`src/rtl/ewt_consts.svh`:
```
`ifndef EWT_CONSTS_SVH
`define EWT_CONSTS_SVH

// ****************************************************************
// Widths
// ****************************************************************
`define EWT_CNT_W        16
`define EWT_DIV_W        8

// ****************************************************************
// Start / edge select field encodings
// ****************************************************************
`define EWT_START_STOP   2'h0
`define EWT_START_CMD    2'h1
`define EWT_START_RISE   2'h2
`define EWT_START_FALL   2'h3

// ****************************************************************
// Mode select encodings
// ****************************************************************
`define EWT_MODE_EVENT   2'h0
`define EWT_MODE_WINDOW  2'h1
`define EWT_MODE_PULSE   2'h2

// ****************************************************************
// Source clock divider limits (tick every limit+1 cycles)
// ****************************************************************
`define EWT_DIV_LIM_0    8'h7f
`define EWT_DIV_LIM_1    8'h07
`define EWT_DIV_LIM_2    8'h01
`define EWT_DIV_LIM_3    8'h00

// ****************************************************************
// Reset values and fixed counts
// ****************************************************************
`define EWT_CNT_ZERO     16'h0000
`define EWT_CNT_ONE      16'h0001
`define EWT_DIV_ZERO     8'h00
`define EWT_DIV_ONE      8'h01
`define EWT_CAP_MODE_SGL 1'b1

`endif

```
`src/rtl/ewt_pkg.sv`:
```
package ewt_pkg;

  // ****************************************************************
  // Mode and measurement sequence types
  // ****************************************************************
  typedef enum logic [1:0] {
    MODE_EVENT  = 2'h0,
    MODE_WINDOW = 2'h1,
    MODE_PULSE  = 2'h2,
    MODE_SPARE  = 2'h3
  } ewt_mode_type;

  typedef enum logic [3:0] {
    ST_IDLE   = 4'h1,
    ST_FIRST  = 4'h2,
    ST_SECOND = 4'h4,
    ST_HOLD   = 4'h8
  } ewt_pwm_state_type;

  // ****************************************************************
  // Register state of the synchroniser and of the timer
  // ****************************************************************
  typedef struct packed {
    logic meta;
    logic stable;
    logic last;
  } ewt_sync_type;

  typedef struct packed {
    logic [15:0]       cnt;
    logic [15:0]       cap;
    logic              irq;
    ewt_pwm_state_type fsm;
    logic [7:0]        div;
    logic [1:0]        start;
  } ewt_state_type;

endpackage

```
`src/rtl/ewt_edge_sync.sv`:
```
`timescale 1ns/10ps

// Two-flop synchroniser for the timer pin, plus edge detection
module ewt_edge_sync (
  // Clock and reset
  input  wire logic clk,
  input  wire logic rst,
  // Asynchronous pin
  input  wire logic pin_async,
  // Synchronised level and edges
  output logic      level,
  output logic      rise,
  output logic      fall
);

  ewt_pkg::ewt_sync_type sync_reg;
  ewt_pkg::ewt_sync_type sync_next;

  // ****************************************************************
  // Next state: edges look only at the second and third flops
  // ****************************************************************
  always_comb begin
    sync_next        = sync_reg;
    sync_next.meta   = pin_async;
    sync_next.stable = sync_reg.meta;
    sync_next.last   = sync_reg.stable;
  end

  // Registers
  always_ff @(posedge clk) begin
    if (rst) begin
      sync_reg <= '0;
    end else begin
      sync_reg <= sync_next;
    end
  end

  // Edge pulses last exactly one cycle
  assign level = sync_reg.stable;
  assign rise  = sync_reg.stable & ~sync_reg.last;
  assign fall  = ~sync_reg.stable & sync_reg.last;

endmodule

```
`src/rtl/ewt_timer.sv`:
```
`timescale 1ns/10ps
`include "ewt_consts.svh"

module ewt_timer (
  // Clock and reset
  input  wire logic        clk,
  input  wire logic        rst,
  // External pulse source
  input  wire logic        timer_input_pin,
  // Control fields
  input  wire logic [1:0]  start_edge_select,
  input  wire logic        start_edge_write,
  input  wire logic [1:0]  mode_select,
  input  wire logic [1:0]  source_clock_select,
  input  wire logic        window_low_active,
  input  wire logic        capture_edge_mode,
  input  wire logic        auto_capture_enable,
  input  wire logic        stop_mode_entry,
  input  wire logic [15:0] compare_period_reg,
  // Status and data
  output logic [1:0]       start_edge_status,
  output logic [15:0]      count_value,
  output logic [15:0]      capture_reg,
  output logic [7:0]       capture_reg_low_byte,
  output logic [7:0]       capture_reg_high_byte,
  output logic             timer_match_irq
);

  ewt_pkg::ewt_state_type cur_reg;
  ewt_pkg::ewt_state_type cur_next;

  logic                   pin_level;
  logic                   pin_rise;
  logic                   pin_fall;
  logic                   running;
  logic                   falling_sel;
  logic                   act_edge;
  logic                   opp_edge;
  logic [7:0]             div_limit;
  logic                   tick;
  logic                   gate;
  logic                   cnt_match;
  ewt_pkg::ewt_mode_type  mode;

  // ****************************************************************
  // Pin synchroniser
  // ****************************************************************
  ewt_edge_sync u_sync (
    .clk       (clk),
    .rst       (rst),
    .pin_async (timer_input_pin),
    .level     (pin_level),
    .rise      (pin_rise),
    .fall      (pin_fall)
  );

  // ****************************************************************
  // Decode of control and edges
  // ****************************************************************
  // Command-start code counts rising edges, like the rising code
  assign mode        = ewt_pkg::ewt_mode_type'(mode_select);
  assign running     = cur_reg.start != `EWT_START_STOP;
  assign falling_sel = cur_reg.start == `EWT_START_FALL;
  assign act_edge    = running & (falling_sel ? pin_fall : pin_rise);
  assign opp_edge    = running & (falling_sel ? pin_rise : pin_fall);
  assign cnt_match   = cur_reg.cnt == compare_period_reg;
  // Gate is the pin level or its inverse, per polarity
  assign gate        = window_low_active ? ~pin_level : pin_level;

  // Source clock rate select
  always_comb begin
    case (source_clock_select)
      2'h0:    div_limit = `EWT_DIV_LIM_0;
      2'h1:    div_limit = `EWT_DIV_LIM_1;
      2'h2:    div_limit = `EWT_DIV_LIM_2;
      default: div_limit = `EWT_DIV_LIM_3;
    endcase
  end

  // One-cycle enable; divider runs only while started
  assign tick = running & (cur_reg.div == div_limit);

  // ****************************************************************
  // Next state
  // ****************************************************************
  always_comb begin
    cur_next     = cur_reg;
    cur_next.irq = 1'b0;
    // Start field write, stop entry wins over a same-cycle write
    if (start_edge_write) begin
      cur_next.start = start_edge_select;
    end
    if (stop_mode_entry) begin
      cur_next.start = `EWT_START_STOP;
    end
    // Divider restarts from zero on each start
    if (!running || tick) begin
      cur_next.div = `EWT_DIV_ZERO;
    end else begin
      cur_next.div = cur_reg.div + `EWT_DIV_ONE;
    end
    if (!running) begin
      // Stopped: counter cleared, capture value kept
      cur_next.cnt = `EWT_CNT_ZERO;
      cur_next.fsm = ewt_pkg::ST_IDLE;
    end else begin
      case (mode)
        ewt_pkg::MODE_EVENT: begin
          if (act_edge) begin
            cur_next.cnt = cur_reg.cnt + `EWT_CNT_ONE;
          end else if (opp_edge && cnt_match) begin
            cur_next.irq = 1'b1;
            cur_next.cnt = `EWT_CNT_ZERO;
          end
          // Pin edge is this mode's source clock
          if (auto_capture_enable && act_edge) begin
            cur_next.cap = cur_reg.cnt;
          end
        end
        ewt_pkg::MODE_WINDOW: begin
          if (tick && gate) begin
            if (cnt_match) begin
              cur_next.irq = 1'b1;
              cur_next.cnt = `EWT_CNT_ZERO;
            end else begin
              cur_next.cnt = cur_reg.cnt + `EWT_CNT_ONE;
            end
          end
          if (auto_capture_enable && tick) begin
            cur_next.cap = cur_reg.cnt;
          end
        end
        ewt_pkg::MODE_PULSE: begin
          case (cur_reg.fsm)
            ewt_pkg::ST_IDLE: begin
              if (act_edge) begin
                cur_next.cnt = `EWT_CNT_ZERO;
                cur_next.fsm = ewt_pkg::ST_FIRST;
              end
            end
            ewt_pkg::ST_FIRST: begin
              if (opp_edge) begin
                cur_next.cap = cur_reg.cnt;
                cur_next.irq = 1'b1;
                if (capture_edge_mode == `EWT_CAP_MODE_SGL) begin
                  cur_next.cnt = `EWT_CNT_ONE;
                  cur_next.fsm = ewt_pkg::ST_HOLD;
                end else begin
                  cur_next.cnt = cur_reg.cnt + `EWT_CNT_ONE;
                  cur_next.fsm = ewt_pkg::ST_SECOND;
                end
              end else if (tick) begin
                cur_next.cnt = cur_reg.cnt + `EWT_CNT_ONE;
              end
            end
            ewt_pkg::ST_SECOND: begin
              if (act_edge) begin
                cur_next.cap = cur_reg.cnt;
                cur_next.irq = 1'b1;
                cur_next.cnt = `EWT_CNT_ZERO;
                cur_next.fsm = ewt_pkg::ST_FIRST;
              end else if (tick) begin
                cur_next.cnt = cur_reg.cnt + `EWT_CNT_ONE;
              end
            end
            ewt_pkg::ST_HOLD: begin
              // Count resumes from one, so later widths read one high
              if (act_edge) begin
                cur_next.fsm = ewt_pkg::ST_FIRST;
              end
            end
            default: begin
              cur_next.fsm = ewt_pkg::ST_IDLE;
            end
          endcase
        end
        default: begin
          cur_next.cnt = cur_reg.cnt;
        end
      endcase
    end
  end

  // ****************************************************************
  // State register
  // ****************************************************************
  always_ff @(posedge clk) begin
    if (rst) begin
      cur_reg       <= '0;
      cur_reg.fsm   <= ewt_pkg::ST_IDLE;
    end else begin
      cur_reg <= cur_next;
    end
  end

  // ****************************************************************
  // Outputs, all from flops
  // ****************************************************************
  assign start_edge_status     = cur_reg.start;
  assign count_value           = cur_reg.cnt;
  assign capture_reg           = cur_reg.cap;
  // Byte views are live slices of one register; nothing latches a split read
  assign capture_reg_low_byte  = cur_reg.cap[7:0];
  assign capture_reg_high_byte = cur_reg.cap[15:8];
  assign timer_match_irq       = cur_reg.irq;

  // ****************************************************************
  // Assertions
  // ****************************************************************
  // Stop entry halts the timer on the next edge
  a_stop_forces_idle: assert property (
    @(posedge clk) disable iff (rst)
    stop_mode_entry |=> start_edge_status == `EWT_START_STOP)
    else $error("stop entry did not clear start field");

  // Event counting steps by one on the active edge
  a_event_count_step: assert property (
    @(posedge clk) disable iff (rst)
    (mode == ewt_pkg::MODE_EVENT && act_edge && !stop_mode_entry)
    |=> count_value == $past(count_value) + `EWT_CNT_ONE)
    else $error("event count did not step");

  // Match on opposite edge gives one irq pulse and a clear
  a_event_match_clear: assert property (
    @(posedge clk) disable iff (rst)
    (mode == ewt_pkg::MODE_EVENT && opp_edge && cnt_match)
    |=> timer_match_irq && count_value == `EWT_CNT_ZERO ##1 !timer_match_irq)
    else $error("event match did not interrupt and clear");

  // Active edge never raises the interrupt in event mode
  a_event_no_irq_act: assert property (
    @(posedge clk) disable iff (rst)
    (mode == ewt_pkg::MODE_EVENT && act_edge) |=> !timer_match_irq)
    else $error("interrupt on counting edge");

  // Closed window freezes the counter
  a_window_gate_hold: assert property (
    @(posedge clk) disable iff (rst)
    (mode == ewt_pkg::MODE_WINDOW && running && !stop_mode_entry && !gate)
    |=> count_value == $past(count_value))
    else $error("window counted while closed");

  // Window match clears and interrupts
  a_window_match_irq: assert property (
    @(posedge clk) disable iff (rst)
    (mode == ewt_pkg::MODE_WINDOW && tick && gate && cnt_match)
    |=> timer_match_irq && count_value == `EWT_CNT_ZERO)
    else $error("window match missed");

  // Auto-capture copies the running count on a source tick
  a_auto_capture_copy: assert property (
    @(posedge clk) disable iff (rst)
    (mode == ewt_pkg::MODE_WINDOW && auto_capture_enable && tick)
    |=> capture_reg == $past(count_value))
    else $error("auto-capture missed a tick");

  // Single-edge hold keeps the count at one
  a_single_hold_one: assert property (
    @(posedge clk) disable iff (rst)
    (running && cur_reg.fsm == ewt_pkg::ST_HOLD) |-> count_value == 16'h0001)
    else $error("hold state count not one");

  // Double-edge second capture clears counter
  a_double_second_cap: assert property (
    @(posedge clk) disable iff (rst)
    (mode == ewt_pkg::MODE_PULSE && !stop_mode_entry
     && cur_reg.fsm == ewt_pkg::ST_SECOND && act_edge)
    |=> capture_reg == $past(count_value) && count_value == `EWT_CNT_ZERO
        && timer_match_irq)
    else $error("double-edge trigger capture wrong");

endmodule

```
`config.mk`:
```
export PLATFORM = sky130hd
export DESIGN_NAME = ewt_timer
export DESIGN_NICKNAME = d
export VERILOG_FILES = /design/src/rtl/ewt_pkg.sv /design/src/rtl/ewt_edge_sync.sv /design/src/rtl/ewt_timer.sv
export VERILOG_INCLUDE_DIRS = /design/src /design/src/rtl
export SDC_FILE = /design/constraint.sdc
export NUM_CORES = 1
export LEC_CHECK = 0
export BUFFER_PORTS_ARGS = -buffer_cell sky130_fd_sc_hd__buf_4
export CORE_AREA = 5 5 111 113
export CTS_BUF_LIST = sky130_fd_sc_hd__clkbuf_8
export CTS_CLUSTER_DIAMETER = 200
export DETAILED_ROUTE_END_ITERATION = 6
export DIE_AREA = 0 0 116 118
export PLACE_DENSITY = 0.55
export SYNTH_ARGS = -nofsm -noshare
export SYNTH_HDL_FRONTEND = slang
export SYNTH_HIERARCHICAL = 1
export SYNTH_SLANG_ARGS = --single-unit
```
`constraint.sdc`:
```
create_clock -name clk -period 4 [get_ports clk]
set_input_delay 0.2 -clock clk [delete_from_list [all_inputs] [get_ports clk]]
set_output_delay 0.2 -clock clk [all_outputs]
set_load 0.01 [all_outputs]
```
==> load_flow_metrics.sql <==
INSERT INTO impl_metrics (metric_group, metric, value, unit) VALUES
('sta', 'setup_repair_after_global_routing_missed_its_margin', 'false', ''),
('global_routing', 'global_route_wire_length_before_repair', '13.74', 'mm'),
('synthesis', 'synth.cell_area', '0.003288', 'mm²'),
('cts', 'clkTransAtPathRegs', '0.10', 'ns'),
('sta', 'timing_worst_slew_pin_value', '0.5921', 'ns'),
('pwr', 'p_per_cell_area', '263.7', 'mW/mm²'),
('finish', 'num-fill-cells', '1214', ''),
('floorplan', 'rows', '39', ''),
('detailed_routing', 'wl_per_cell', '15.48', 'µm'),
('detailed_routing', 'drt_pre_antenna_iters', '4', ''),
('finish', 'antennaDiodeCount', '0', ''),
('sta', 'finalClockSkew', '0.01319', 'ns'),
('pwr', 'internal_power', '729.6', 'µW'),
('pwr', 'power.switching_fraction', '0.2557', ''),
('min_path', 'min_path_type', 'input port to flip-flop', ''),
('finish', 'final_common_cell', 'buf_4', ''),
('synthesis', 'dominantRegCellSynth', 'dfxtp_1', ''),
('global_routing', 'groute.usage.overall', '0.1239', ''),
('cts', 'cts.repair.resized', '0', ''),
('sta', 'fmax', '0.3589', 'GHz'),
('sta', 'hold_fails_final_rpt', '0', ''),
('global_routing', 'gr-total-overflow', '0', ''),
('pwr', 'p_leak', '0.001479', 'µW'),
('floorplan', 'initial_core_utilization', '0.2930', ''),
('pwr', 'peak_vdd_ir', '0.1254', 'mV'),
('synthesis', 'syn_avg_cell_area', '8.139', 'µm²'),
('worst_setup_path', 'delay_of_the_slowest_critical_path_stage', '0.57', 'ns'),
('detailed_routing', 'drtIter0Drc', '155', ''),
('sta', 'relSlewSlack', '0.6016', ''),
('synthesis', 'synth_top_cell_by_area', 'dfxtp_1', ''),
('detailed_routing', 'antenna_violating_nets_post_route', '0', ''),
('cts', 'cts_max_level', '2', ''),
('synthesis', 'synth-seq-cells', '50', ''),
('synthesis', 'synth_edf_count', '0', ''),
('sta', 'report.final.slew_viol_count', '0', ''),
('sta', 'final.setup.worst_slack', '1.214', 'ns'),
('finish', 'layout_nets', '457', ''),
('place', 'gp_routability_congestion', '0.7777', ''),
('floorplan', 'core_region_area', '0.01122', 'mm²'),
('finish', 'area_delta_synth_final', '13.05', '%'),
('detailed_routing', 'detail_route.drc_violations', '0', ''),
('worst_setup_path', 'startpoint_type', 'flip-flop', ''),
('floorplan', 'chipWidth', '116', 'µm'),
('detailed_routing', 'count_of_vias_placed_by_the_detailed_router', '2854', ''),
('synthesis', 'synth-async-reset-ratio', '0', ''),
('cts', 'numClockSinks', '50', ''),
('status', 'run_status', 'finished clean', ''),
('synthesis', 'yosysWarningCount', '6', ''),
('synthesis', 'biggest_area_contributors_in_the_synthesized_netlist', 'dfxtp_1, buf_4, nor2_1', ''),
('synthesis', 'synth_sequential_area_ratio', '0.3044', ''),
('cts', 'worst_skew_pair.late_latency', '0.31', 'ns'),
('synthesis', 'synth_cell_types', '59', ''),
('sta', 'setup_tns', '0', 'ns'),
('pwr', 'pwr-share-comb', '0.111', ''),
('cts', 'numCtsBuffers', '5', ''),
('worst_setup_path', 'endpoint_kind', 'flip-flop', ''),
('pwr', 'p_clk_frac', '0.375', ''),
('place', 'port_bufs', '80', ''),
('global_routing', 'grt_start_max_net_pins', '24', ''),
('worst_setup_path', 'cp_data_arrival_time', '3.02', 'ns'),
('worst_setup_path', 'critPathMaxFanout', '14', ''),
('synthesis', 'postSynthNetCount', '440', ''),
('place', 'hpwl', '6.450', 'mm'),
('worst_setup_path', 'cpMaxStageDelayCell', 'and2_1', ''),
('detailed_routing', 'post_drt_via_cell_ratio', '5.051', ''),
('sta', 'final_min_period_over_clock_period', '0.6965', ''),
('worst_setup_path', 'cp_cell_sequence', 'or4_4 > mux2i_4 > nand3_1 > o32ai_1 > and2_1 > a41oi_1 > a21oi_1', ''),
('global_routing', 'number_of_global_route_vias_before_repair', '2665', ''),
('finish', 'most_used_cells_in_the_layout_excluding_fill_and_tap_cells', 'buf_4, nor2_1, dfxtp_1, xor2_1, nand2_1', ''),
('sta', 'hold_ws', '0.05782', 'ns'),
('detailed_routing', 'routed_wl', '8.749', 'mm');
[layer usage]
metal	up-vias	GRT usage	routed length [µm]
met5	-	0	0
met4	0	0.03771	123
met3	10	0.02365	534
met2	85	0.2094	4218
met1	1360	0.1575	3873
li1	1399	-	-
[cell usage after synthesis, types with 7 or more instances]
cell type,count
a21oi_1,9
a22oi_1,17
a31oi_1,8
buf_4,50
clkbuf_1,15
dfxtp_1,50
inv_1,15
mux2i_1,7
nand2_1,21
nand3_1,19
nor2_1,52
o21ai_1,8
xnor2_1,7
xor2_1,22
[through the flow]
stage                     area, µm²  total power (µW)  std cells
after floorplan                3288             583.2        404
after global placement         3607             622.9        557
after detailed placement       3607             624.1        557
after CTS                      3717             988.4        565
after global routing           3717              1022        565
final                          3717             980.2        565
[final timing paths]
check | startpoint | to | slack, ns | cells past startpoint
max reg2reg | cur_reg[5] | count_value[11] | 1.21 | 7
min | stop_mode_entry | start_edge_status[1] | 0.06 | 2
max | cur_reg[5] | count_value[11] | 1.21 | 7
min reg2reg | u_sync/sync_next[1] | u_sync/level | 0.45 | 1
[logic make-up after synthesis]
family,synth area share
mux,0.02816
simple gates,0.2192
compound gates,0.1853
flops,0.3044
buf+inv,0.1629
xor+xnor,0.07724
fa+ha+maj,0.02283
[power by group through the flow]
stage	registers [µW]	logic (µW)	clock network [µW]
finish	504	109	367
global route	505	118	400
CTS	504	109	375
detailed placement	515	109	0
global placement	515	108	0
floorplan	513	70.2	0
[area by class of cell]
cell class / count / area, µm² / area share
Clock buffer: 5 / 68.82 / 0.01851
Clock inverter: 3 / 41.29 / 0.01111
Inverter: 16 / 60.06 / 0.01616
Multi-Input combinational cell: 266 / 1752 / 0.4712
Sequential cell: 50 / 1001 / 0.2693
Tap cell: 143 / 178.9 / 0.04813
Timing Repair Buffer: 82 / 615.6 / 0.1656
[critical path, delay by kind of cell (launching register included)]
kind	cells	cell delay, ns
AND/OR/NAND/NOR	3	1.28
AO/OA/AOI/OAI	3	0.85
multiplexers	1	0.22
flip-flops	1	0.36
Note: power is estimated with default switching activity, not from simulation.
